## src/pkg/qpot_pkg.sv

```systemverilog
/*
  constants for the quad potentiometer two-wire slave: command opcodes,
  field positions, reset values and write-cycle timing.
  assumes a 100 MHz system clock sampling the two-wire bus pins.
*/
package qpot_pkg;

  localparam int CLOCK_MHZ = 100;
  // typical nonvolatile write cycle, milliseconds
  localparam int NV_WRITE_TIME_MS = 5;
  localparam int NV_WRITE_CYCLES = NV_WRITE_TIME_MS * 1000 * CLOCK_MHZ;
  localparam int NV_CNT_W = 20;

  // device type identifier, value is arbitrary
  localparam logic [3:0] DEVICE_TYPE_ID = 4'ha;

  localparam int POT_COUNT = 4;
  localparam int REGS_PER_POT = 4;
  localparam int WIPER_W = 8;
  localparam int TAP_COUNT = 256;

  // command byte fields
  localparam int CMD_OP_MSB = 7;
  localparam int CMD_OP_LSB = 4;
  localparam int CMD_REG_MSB = 3;
  localparam int CMD_REG_LSB = 2;
  localparam int CMD_POT_MSB = 1;
  localparam int CMD_POT_LSB = 0;

  // slave address fields
  localparam int ADDR_TYPE_MSB = 7;
  localparam int ADDR_TYPE_LSB = 4;
  localparam int ADDR_DEV_MSB = 3;
  localparam int ADDR_DEV_LSB = 0;

  localparam logic [3:0] OP_RD_WCR = 4'h9;
  localparam logic [3:0] OP_WR_WCR = 4'ha;
  localparam logic [3:0] OP_RD_DR = 4'hb;
  localparam logic [3:0] OP_WR_DR = 4'hc;
  localparam logic [3:0] OP_XFR_DR_WCR = 4'hd;
  localparam logic [3:0] OP_XFR_WCR_DR = 4'he;
  localparam logic [3:0] OP_GXFR_DR_WCR = 4'h1;
  localparam logic [3:0] OP_GXFR_WCR_DR = 4'h8;

  localparam logic [7:0] DATA_REG_RESET = 8'h00;
  localparam logic [3:0] BIT_LAST = 4'h7;
  localparam logic [3:0] BITS_PER_BYTE = 4'h8;
  localparam logic [1:0] BYTE_ADDR = 2'h0;
  localparam logic [1:0] BYTE_CMD = 2'h1;
  localparam logic [1:0] BYTE_DATA = 2'h2;

  typedef enum logic [2:0] {
    QPOT_IDLE,
    QPOT_RX,
    QPOT_ACK,
    QPOT_TX,
    QPOT_MACK,
    QPOT_IGNORE
  } qpot_state_t;

endpackage

```

## src/rtl/qpot_tap_decoder.sv

```systemverilog
/*
  one-of-256 tap decoder for a single potentiometer wiper.
  assumes the wiper position comes from logic on the same clock.
*/
`timescale 1ns/1ps
module qpot_tap_decoder
  import qpot_pkg::*;
(
  input wire logic clock,
  input wire logic rst,
  input wire logic [WIPER_W-1:0] wiper,
  output logic [TAP_COUNT-1:0] tap
);

  // exactly one switch closed
  always_ff @(posedge clock)
  begin
    if (rst)
    begin
      tap <= TAP_COUNT'(1);
    end
    else
    begin
      tap <= TAP_COUNT'(1) << wiper;
    end
  end

endmodule

```

## src/rtl/qpot_two_wire_slave.sv

```systemverilog
/*
  two-wire serial slave and register set of a quad digital potentiometer.
  assumes scl and sda come asynchronously from a bus master, sda is an
  open-drain wire with external pull-up, and rst models power-up.
*/
`timescale 1ns/1ps
module qpot_two_wire_slave
  import qpot_pkg::*;
#(
  parameter int NV_WRITE_CYCLES_P = NV_WRITE_CYCLES
)
(
  input wire logic clock,
  input wire logic rst,
  input wire logic scl,
  input wire logic sda_in,
  output logic sda_out,
  output logic sda_oe,
  input wire logic [3:0] address_strap_inputs,
  input wire logic write_protect_n,
  output logic nv_write_busy,
  output logic [POT_COUNT-1:0][TAP_COUNT-1:0] tap_output
);

  logic [1:0] scl_sync;
  logic [1:0] sda_sync;
  logic [1:0] wp_sync;
  logic [3:0] strap_meta;
  logic [3:0] strap_sync;
  logic scl_prev;
  logic sda_prev;
  logic scl_rise;
  logic scl_fall;
  logic start_seen;
  logic stop_seen;
  qpot_state_t state;
  logic [7:0] shift;
  logic [3:0] bit_cnt;
  logic [1:0] byte_idx;
  logic [7:0] command;
  logic [WIPER_W-1:0] wiper_position_reg [POT_COUNT];
  logic [7:0] data_reg [POT_COUNT*REGS_PER_POT];
  logic [NV_CNT_W-1:0] nv_cnt;
  logic nv_pend;
  logic nv_from_wiper;
  logic nv_global;
  logic [7:0] nv_data;
  logic [3:0] op;
  logic [1:0] data_reg_select;
  logic [1:0] pot_select;
  logic ack_end;
  logic byte_done;
  logic addr_match;
  logic op_valid;
  logic op_read;
  logic op_three;
  logic [7:0] read_value;

  // two-stage synchronisers, then edge history
  always_ff @(posedge clock)
  begin
    if (rst)
    begin
      scl_sync <= 2'h3;
      sda_sync <= 2'h3;
      wp_sync <= 2'h3;
      strap_meta <= 4'h0;
      strap_sync <= 4'h0;
      scl_prev <= 1'b1;
      sda_prev <= 1'b1;
    end
    else
    begin
      scl_sync <= {scl_sync[0], scl};
      sda_sync <= {sda_sync[0], sda_in};
      wp_sync <= {wp_sync[0], write_protect_n};
      strap_meta <= address_strap_inputs;
      strap_sync <= strap_meta;
      scl_prev <= scl_sync[1];
      sda_prev <= sda_sync[1];
    end
  end

  always_comb
  begin
    scl_rise = scl_sync[1] & ~scl_prev;
    scl_fall = ~scl_sync[1] & scl_prev;
    // sda edge while scl high is a bus condition, not data
    start_seen = scl_sync[1] & scl_prev & sda_prev & ~sda_sync[1];
    stop_seen = scl_sync[1] & scl_prev & ~sda_prev & sda_sync[1];
  end

  // command fields
  always_comb
  begin
    op = command[CMD_OP_MSB:CMD_OP_LSB];
    data_reg_select = command[CMD_REG_MSB:CMD_REG_LSB];
    pot_select = command[CMD_POT_MSB:CMD_POT_LSB];
  end

  always_comb
  begin
    // type and strap compare; busy withholds the ack
    addr_match = (shift[ADDR_TYPE_MSB:ADDR_TYPE_LSB] == DEVICE_TYPE_ID)
                 && (shift[ADDR_DEV_MSB:ADDR_DEV_LSB] == strap_sync)
                 && !nv_write_busy;
    case (shift[CMD_OP_MSB:CMD_OP_LSB])
      OP_RD_WCR, OP_WR_WCR, OP_RD_DR, OP_WR_DR, OP_XFR_DR_WCR, OP_XFR_WCR_DR,
      OP_GXFR_DR_WCR, OP_GXFR_WCR_DR: op_valid = 1'b1;
      default: op_valid = 1'b0;
    endcase
    op_read = (op == OP_RD_WCR) || (op == OP_RD_DR);
    // host writes need a data byte
    op_three = (op == OP_WR_WCR) || (op == OP_WR_DR);
    byte_done = (state == QPOT_RX) && scl_fall && (bit_cnt == BITS_PER_BYTE);
    ack_end = (state == QPOT_ACK) && scl_fall;
    if (op == OP_RD_WCR)
    begin
      read_value = wiper_position_reg[pot_select];
    end
    else
    begin
      read_value = data_reg[{pot_select, data_reg_select}];
    end
  end

  // serial state machine
  always_ff @(posedge clock)
  begin
    if (rst)
    begin
      state <= QPOT_IDLE;
      shift <= 8'h00;
      bit_cnt <= 4'h0;
      byte_idx <= 2'h0;
      command <= 8'h00;
      sda_oe <= 1'b0;
    end
    else if (stop_seen)
    begin
      state <= QPOT_IDLE;
      sda_oe <= 1'b0;
    end
    else if (start_seen)
    begin
      state <= QPOT_RX;
      bit_cnt <= 4'h0;
      byte_idx <= BYTE_ADDR;
      sda_oe <= 1'b0;
    end
    else
    begin
      case (state)
        QPOT_RX:
        begin
          if (scl_rise && bit_cnt != BITS_PER_BYTE)
          begin
            shift <= {shift[6:0], sda_sync[1]};
            bit_cnt <= bit_cnt + 4'h1;
          end
          else if (byte_done)
          begin
            if (byte_idx == BYTE_ADDR)
            begin
              // mismatch stays released until next start
              state <= addr_match ? QPOT_ACK : QPOT_IGNORE;
              sda_oe <= addr_match;
            end
            else if (byte_idx == BYTE_CMD)
            begin
              command <= shift;
              state <= op_valid ? QPOT_ACK : QPOT_IGNORE;
              sda_oe <= op_valid;
            end
            else
            begin
              state <= QPOT_ACK;
              sda_oe <= 1'b1;
            end
          end
        end
        QPOT_ACK:
        begin
          if (scl_fall)
          begin
            bit_cnt <= 4'h0;
            byte_idx <= byte_idx + 2'h1;
            sda_oe <= 1'b0;
            if (byte_idx == BYTE_ADDR || (byte_idx == BYTE_CMD && op_three))
            begin
              state <= QPOT_RX;
            end
            else if (byte_idx == BYTE_CMD && op_read)
            begin
              state <= QPOT_TX;
              shift <= read_value;
              sda_oe <= ~read_value[7];
            end
            else
            begin
              state <= QPOT_IGNORE;
            end
          end
        end
        QPOT_TX:
        begin
          if (scl_fall)
          begin
            if (bit_cnt == BIT_LAST)
            begin
              state <= QPOT_MACK;
              sda_oe <= 1'b0;
            end
            else
            begin
              bit_cnt <= bit_cnt + 4'h1;
              shift <= {shift[6:0], 1'b0};
              sda_oe <= ~shift[6];
            end
          end
        end
        QPOT_MACK:
        begin
          if (scl_fall)
          begin
            state <= QPOT_IGNORE;
          end
        end
        QPOT_IDLE, QPOT_IGNORE:
        begin
          sda_oe <= 1'b0;
        end
        default:
        begin
          state <= QPOT_IDLE;
          sda_oe <= 1'b0;
        end
      endcase
    end
  end

  // open drain: only ever pulls low
  assign sda_out = 1'b0;

  // pending nonvolatile write, latched on the final ack
  always_ff @(posedge clock)
  begin
    if (rst || start_seen || stop_seen)
    begin
      nv_pend <= 1'b0;
      nv_from_wiper <= 1'b0;
      nv_global <= 1'b0;
      nv_data <= 8'h00;
    end
    else if (ack_end && byte_idx == BYTE_DATA && op == OP_WR_DR)
    begin
      nv_pend <= 1'b1;
      nv_from_wiper <= 1'b0;
      nv_global <= 1'b0;
      nv_data <= shift;
    end
    else if (ack_end && byte_idx == BYTE_CMD
             && (op == OP_XFR_WCR_DR || op == OP_GXFR_WCR_DR))
    begin
      nv_pend <= 1'b1;
      nv_from_wiper <= 1'b1;
      nv_global <= (op == OP_GXFR_WCR_DR);
    end
  end

  // data registers written at stop unless protected
  always_ff @(posedge clock)
  begin
    if (rst)
    begin
      for (int i = 0; i < POT_COUNT * REGS_PER_POT; i++)
      begin
        data_reg[i] <= DATA_REG_RESET;
      end
    end
    else if (stop_seen && nv_pend && wp_sync[1])
    begin
      for (int p = 0; p < POT_COUNT; p++)
      begin
        if (nv_global || p == int'(pot_select))
        begin
          data_reg[{2'(p), data_reg_select}] <=
            nv_from_wiper ? wiper_position_reg[p] : nv_data;
        end
      end
    end
  end

  // busy timer, inputs disabled meanwhile
  always_ff @(posedge clock)
  begin
    if (rst)
    begin
      nv_cnt <= '0;
    end
    else if (stop_seen && nv_pend && wp_sync[1])
    begin
      nv_cnt <= NV_CNT_W'(NV_WRITE_CYCLES_P);
    end
    else if (nv_cnt != '0)
    begin
      nv_cnt <= nv_cnt - NV_CNT_W'(1);
    end
  end

  assign nv_write_busy = (nv_cnt != '0);

  // wiper registers: host load, data register copy, reset to DATA_REG_RESET
  always_ff @(posedge clock)
  begin
    for (int p = 0; p < POT_COUNT; p++)
    begin
      if (rst)
      begin
        wiper_position_reg[p] <= DATA_REG_RESET;
      end
      else if (ack_end && byte_idx == BYTE_DATA && op == OP_WR_WCR
               && p == int'(pot_select))
      begin
        wiper_position_reg[p] <= shift;
      end
      else if (ack_end && byte_idx == BYTE_CMD
               && ((op == OP_XFR_DR_WCR && p == int'(pot_select))
               || op == OP_GXFR_DR_WCR))
      begin
        wiper_position_reg[p] <= data_reg[{2'(p), data_reg_select}];
      end
    end
  end

  // one decoder per channel
  generate
    for (genvar g = 0; g < POT_COUNT; g++)
    begin : g_tap
      qpot_tap_decoder u_dec (
        .clock(clock),
        .rst(rst),
        .wiper(wiper_position_reg[g]),
        .tap(tap_output[g])
      );
    end
  endgenerate

endmodule

```

## config.mk

```make
export PLATFORM = sky130hd
export DESIGN_NAME = qpot_two_wire_slave
export DESIGN_NICKNAME = d
export VERILOG_FILES = /design/src/pkg/qpot_pkg.sv /design/src/rtl/qpot_tap_decoder.sv /design/src/rtl/qpot_two_wire_slave.sv
export SDC_FILE = /design/constraint.sdc
export NUM_CORES = 2
export LEC_CHECK = 0
export ABC_AREA = 1
export BUFFER_PORTS_ARGS = -buffer_cell sky130_fd_sc_hd__buf_4
export CAP_MARGIN = 20
export CORE_AREA = 2 2 400 402
export DETAILED_ROUTE_END_ITERATION = 12
export DIE_AREA = 0 0 402 404
export GPL_ROUTABILITY_DRIVEN = 1
export PLACE_DENSITY = 0.41
export SLEW_MARGIN = 30
export SYNTH_ARGS = -nofsm -noshare
export SYNTH_HDL_FRONTEND = slang
export SYNTH_SLANG_ARGS = --single-unit
```

## constraint.sdc

```tcl
create_clock -name clock -period 2.7 [get_ports clock]
set_input_delay 0.27 -clock clock [delete_from_list [all_inputs] [get_ports clock]]
set_output_delay 0.27 -clock clock [all_outputs]
set_load 0.01 [all_outputs]
```

-- Yosys cells after proc, flatten, opt, wreduce, memory -nomap -nowiden
Memories as Yosys holds them, arrays and structs flattened. A register that Yosys moved wholly into a read port is not among the register bits.
Cells that the tools add are included.
- word-level logic and storage cells: 300
- memory bits (writable): 160
- bits of input ports: 9
- flip-flop bits (word level): 1097
- memories: 3
- output and inout bits: 1027
- memory bits (read-only): 16
- memory list (name ; words ; width ; read ports ; clocked after Yosys merged registers in ; write ports ; RTL line ; source):
    data_reg ; 16 ; 8 ; 5 ; 5 ; 16 ; qpot_two_wire_slave.sv:42 ; logic [7:0] data_reg [POT_COUNT*REGS_PER_POT];
    wiper_position_reg ; 4 ; 8 ; 5 ; 1 ; 4 ; qpot_two_wire_slave.sv:41 ; logic [WIPER_W-1:0] wiper_position_reg [POT_COUNT];
    (name not given) ; 16 ; 1 ; 1 ; 1 ; 0 ; qpot_two_wire_slave.sv:107 ; case (shift[CMD_OP_MSB:CMD_OP_LSB])
- shift operators: 4
- reductions and logical operators: 68
- $add $sub $neg: 3
- multiplexer cells: 129
- bitwise operators: 27
- equality and inequality tests: 42
- operators by type and width (kind ; count):
    $shl A1 B8 Y256 const A ; 4
    $mux W8 ; 23
    $mux W4 ; 21
    $mux W1 ; 62
    $mux W19 ; 2
    $eq A4 B4 Y1 const B ; 9
    $mux W3 ; 12
    $reduce_or A8 Y1 ; 4
    $logic_and A1 B1 Y1 ; 27
    $pmux W8 S3 ; 1
    $ne A3 B3 Y1 const B ; 7
    $reduce_and A7 Y1 ; 3
    $reduce_bool A20 Y1 ; 1
    $sub A20 B1 Y20 const B ; 1
    $ne A2 B2 Y1 const B ; 9
    $pmux W3 S5 ; 1
    $logic_or A1 B1 Y1 ; 14
    $not A1 Y1 ; 12
    $pmux W4 S3 ; 1
    $mux W2 ; 5
    $reduce_and A9 Y1 ; 1
    $or A1 B1 Y1 ; 8
    $reduce_bool A2 Y1 ; 4
    $reduce_or A2 Y1 ; 4
    other kinds (26) ; 37

-- Longest topological paths before layout
- depth in word-level cells: 11
- depth in mapped cells: 15
- depth with buffers taken out: 14

-- Hierarchy
Synthesis repeated with hierarchy kept, for this count alone.
- cells, all modules: 4307
- area total of the unflattened synthesis: 41577.4 sq um
- modules (own cells, without submodules) (module ; cells each ; instances ; seq. area each (sq um) ; area each (sq um)):
    qpot_tap_decoder ; 749 ; 4 ; 5124.9 ; 7543.5
    qpot_two_wire_slave ; 1311 ; 1 ; 6366.1 ; 11403.4

-- Worst setup path after synthesis
Ideal clock, no wire load.
- path type: register -> register
- start point: register sda_sync[1]
- end point: memory data_reg[11][0] (enable)
- required time: 2371 ps
- arrival: 1555 ps
- slack: 816 ps
- setup time: 329 ps
- stages on the path, launching flop included: 9
- path buffers: 0
- clock period less this slack: 1884 ps
- cells stage by stage: dfxtp_1 > inv_1 > nor3_2 > nand3_1 > inv_2 > nand2_2 > a21oi_2 > nand2_2 > nand2_1
- RTL lines (what ; RTL line ; source):
    from (decl) ; qpot_two_wire_slave.sv:26 ; logic [1:0] sda_sync;
    from (signal assigned) ; qpot_two_wire_slave.sv:75 ; sda_sync <= {sda_sync[0], sda_in};
    to (decl) ; qpot_two_wire_slave.sv:42 ;

==> impl_metrics.toml <==
[finish]
diodes = 0
post-route-util = 0.355
area.sequential_mm2 = 0.0269
multiInputGateArea_mm2 = 0.0117
nFillCells = 16500
area_growth_pct = 38.7
final_nets = 5313
drive_above_1_share = 0.277
final_cells = 7482
largest_register_ffs = 1024

[synthesis]
synth_top_area_share = 0.546
ys_warn_count = 0
ys_ff_latch = 1262
yosys-top-cells-area = "dfxtp_1 (55%), edfxtp_1 (12%), nor2_1 (12%)"
synth_most_common_cell = "nor2_1"
syn_avg_cell_area_um2 = 9.45
syn_nets = 4292
yosysUniqueCellTypes = 44
yosys.area.top_type = "dfxtp_1"
synth-edff-count = 160
synth_area_mm2 = 0.0404
synthTopCellsByCount = "nor2_1 (1,251), dfxtp_1 (1,102), nand4_1 (375)"
synthArstFlopShare = 0
synthCells = 4276
synth_seq_area_share = 0.665
synth_flop_cell = "dfxtp_1"

[global_routing]
antenna_found_initial = 1
grt_pass1_wl_um = 247000
overflow = 0
grtUsageTotal = 0.206
grt_pass1_vias = 34100
grt_max_degree = 70

[timing]
fin_tns_setup_ns = 0
max_freq_mhz = 435
slew_viol_final = 0
fin_worst_skew_ns = 0.0365
fin_crit_sh = 0.852
rsz0062_at_grt = "no"
final.min_clock_period_ns = 2.30
setup_viol = 0
finalHoldViolCount = 0
slew_headroom = 0.348
tightest_slew_ns = 0.975

[setup_path]
reg2reg_to = "data_reg[7][3]"
ff2ff_path_depth = 8
cp.required_ns = 3.12
reg2reg_slack_ns = 0.40
worstSetupPathType = "reg -> reg"
worst_setup_path_start_kind = "register"
crit_path_max_fanout = 9
worst_setup_path_end_kind = "register"
r2r-start = "sda_sync[1]"
crit_arrival_ns = 2.72

[floorplan]
chipWidth_um = 402
dieArea_mm2 = 0.162
num_rows = 146
io_pins = 1036
core-area_mm2 = 0.158
die-height_um = 404
start_util = 0.256

[pwr]
clkPwrFrac = 0.480
p_leak_uw = 0.0231
p_per_area_mw_per_mm2 = 741
p_sw_frac = 0.240
power_frac_comb = 0.052
seqPwrFrac = 0.468
ir_drop_mv = 0.584
internal_power_uw = 31600
p_sw_uw = 9970

[placement]
place_congestion = 0.885
portBuffers = 1034
place_inst = 7211
dp_hpwl_um = 126000

[clock_network]
cts_buffer_depth = 3
cts_root_buf = "clkbuf_16"
h-tree-depth = 4
clock_sink_count = 1262
cts_hold_buf = 11
numCtsBuffers = 145
clk_latency_ns = 0.78
cts_setup_buffers = 0
cts_resized = 0
path_clk_slew_ns = 0.06
cts_tree = "done"

[route]
dr.pass1.iters = 5
routed_wl_um = 175000
drtAntennaViolNets = 0
met1Wirelength_um = 70100
maxUsedRoutingLayer = "met4"
met3WireLength_um = 12700
wl_per_cell_um = 23.4
viasPerCell = 4.68
dr_wl_met2_um = 86500
drt-initial-drc-count = 2355
vias = 35000
route.detailed.drc = 0

[hold_path]
min_from = "address_strap_inputs[0]"
hold_path_depth = 4
hold_class = "in -> reg"
holdPathEnd = "strap_meta[0]"

[job]
cap_violations = 0

[outcome]
status = "finished clean"
## layout by cell type (no fill, tap or decap), types with 92 or more instances in the layout
master,instances
inv_1,112
nand2_1,257
nand4_1,375
clkbuf_16,146
nor2_1,1251
edfxtp_1,160
nand3_1,259
nor3_1,92
dfxtp_1,1101
buf_4,1158
## cell type report
cell class	count	share of cell area
inverters	142	0.00951
well taps	2072	0.0463
multi-input cells	2546	0.209
repair buffers	1200	0.168
clock buffers	212	0.0762
clock inverters	48	0.0111
flip-flops and latches	1262	0.479
## critical path, stage by stage, from the launching register on
cell	delay [ns]
dfxtp_1	0.34
inv_1	0.08
nor3_2	0.21
nand3_1	0.14
inv_2	0.09
nand2_2	0.20
a21oi_2	0.28
nand2_1	0.25
nand2_1	0.37
## worst max-delay path by stage
| stage | start | end | slack [ns] |
|---|---|---|---|
| global route | state[1] | wiper_position_reg[2][3] | 0.18 |
| finish | sda_sync[1] | data_reg[7][3] | 0.40 |
| global placement | sda_sync[1] | data_reg[0][4] | 0.48 |
| CTS | nv_cnt[8] | nv_write_busy | 0.37 |
| detailed placement | sda_sync[1] | data_reg[7][6] | 0.45 |
| floorplan | sda_sync[1] | data_reg[11][0] | 0.82 |
## metal layers
metal,GRT usage,vias to the layer above
met5,0,-
met4,0.0728,0
met3,0.0545,257
met2,0.353,1314
met1,0.249,17200
li1,-,16300
## metrics by stage
stage	area, um^2	hold WS, ns	total power [uW]	setup WS [ns]
detailed placement	51000	0.400	22000	0.445
floorplan	40400	0.374	21200	0.816
CTS	56100	0.253	42100	0.373
global placement	51000	0.400	22000	0.476
global route	56100	0.289	43100	0.184
finish	56100	0.324	41500	0.399
## power groups by stage
stage	Clock [uW]	Sequential [uW]	Combinational, uW
finish	19900	19400	2150
global placement	0	19800	2160
CTS	20500	19400	2170
floorplan	0	19800	1420
global route	21200	19400	2410
detailed placement	0	19800	2150
## logic make-up (layout without fill, tap and decap cells)
kind of cell,Yosys count,in the layout,synth area share
xor+xnor,4,4,0.000867
other cells,1,1,0.0000928
buf+inv,468,1602,0.0457
simple gates,2291,2291,0.252
compound gates,243,243,0.0344
fa+ha+maj,7,7,0.00217
flops,1262,1262,0.665
Power figures use the tool's default switching activity.
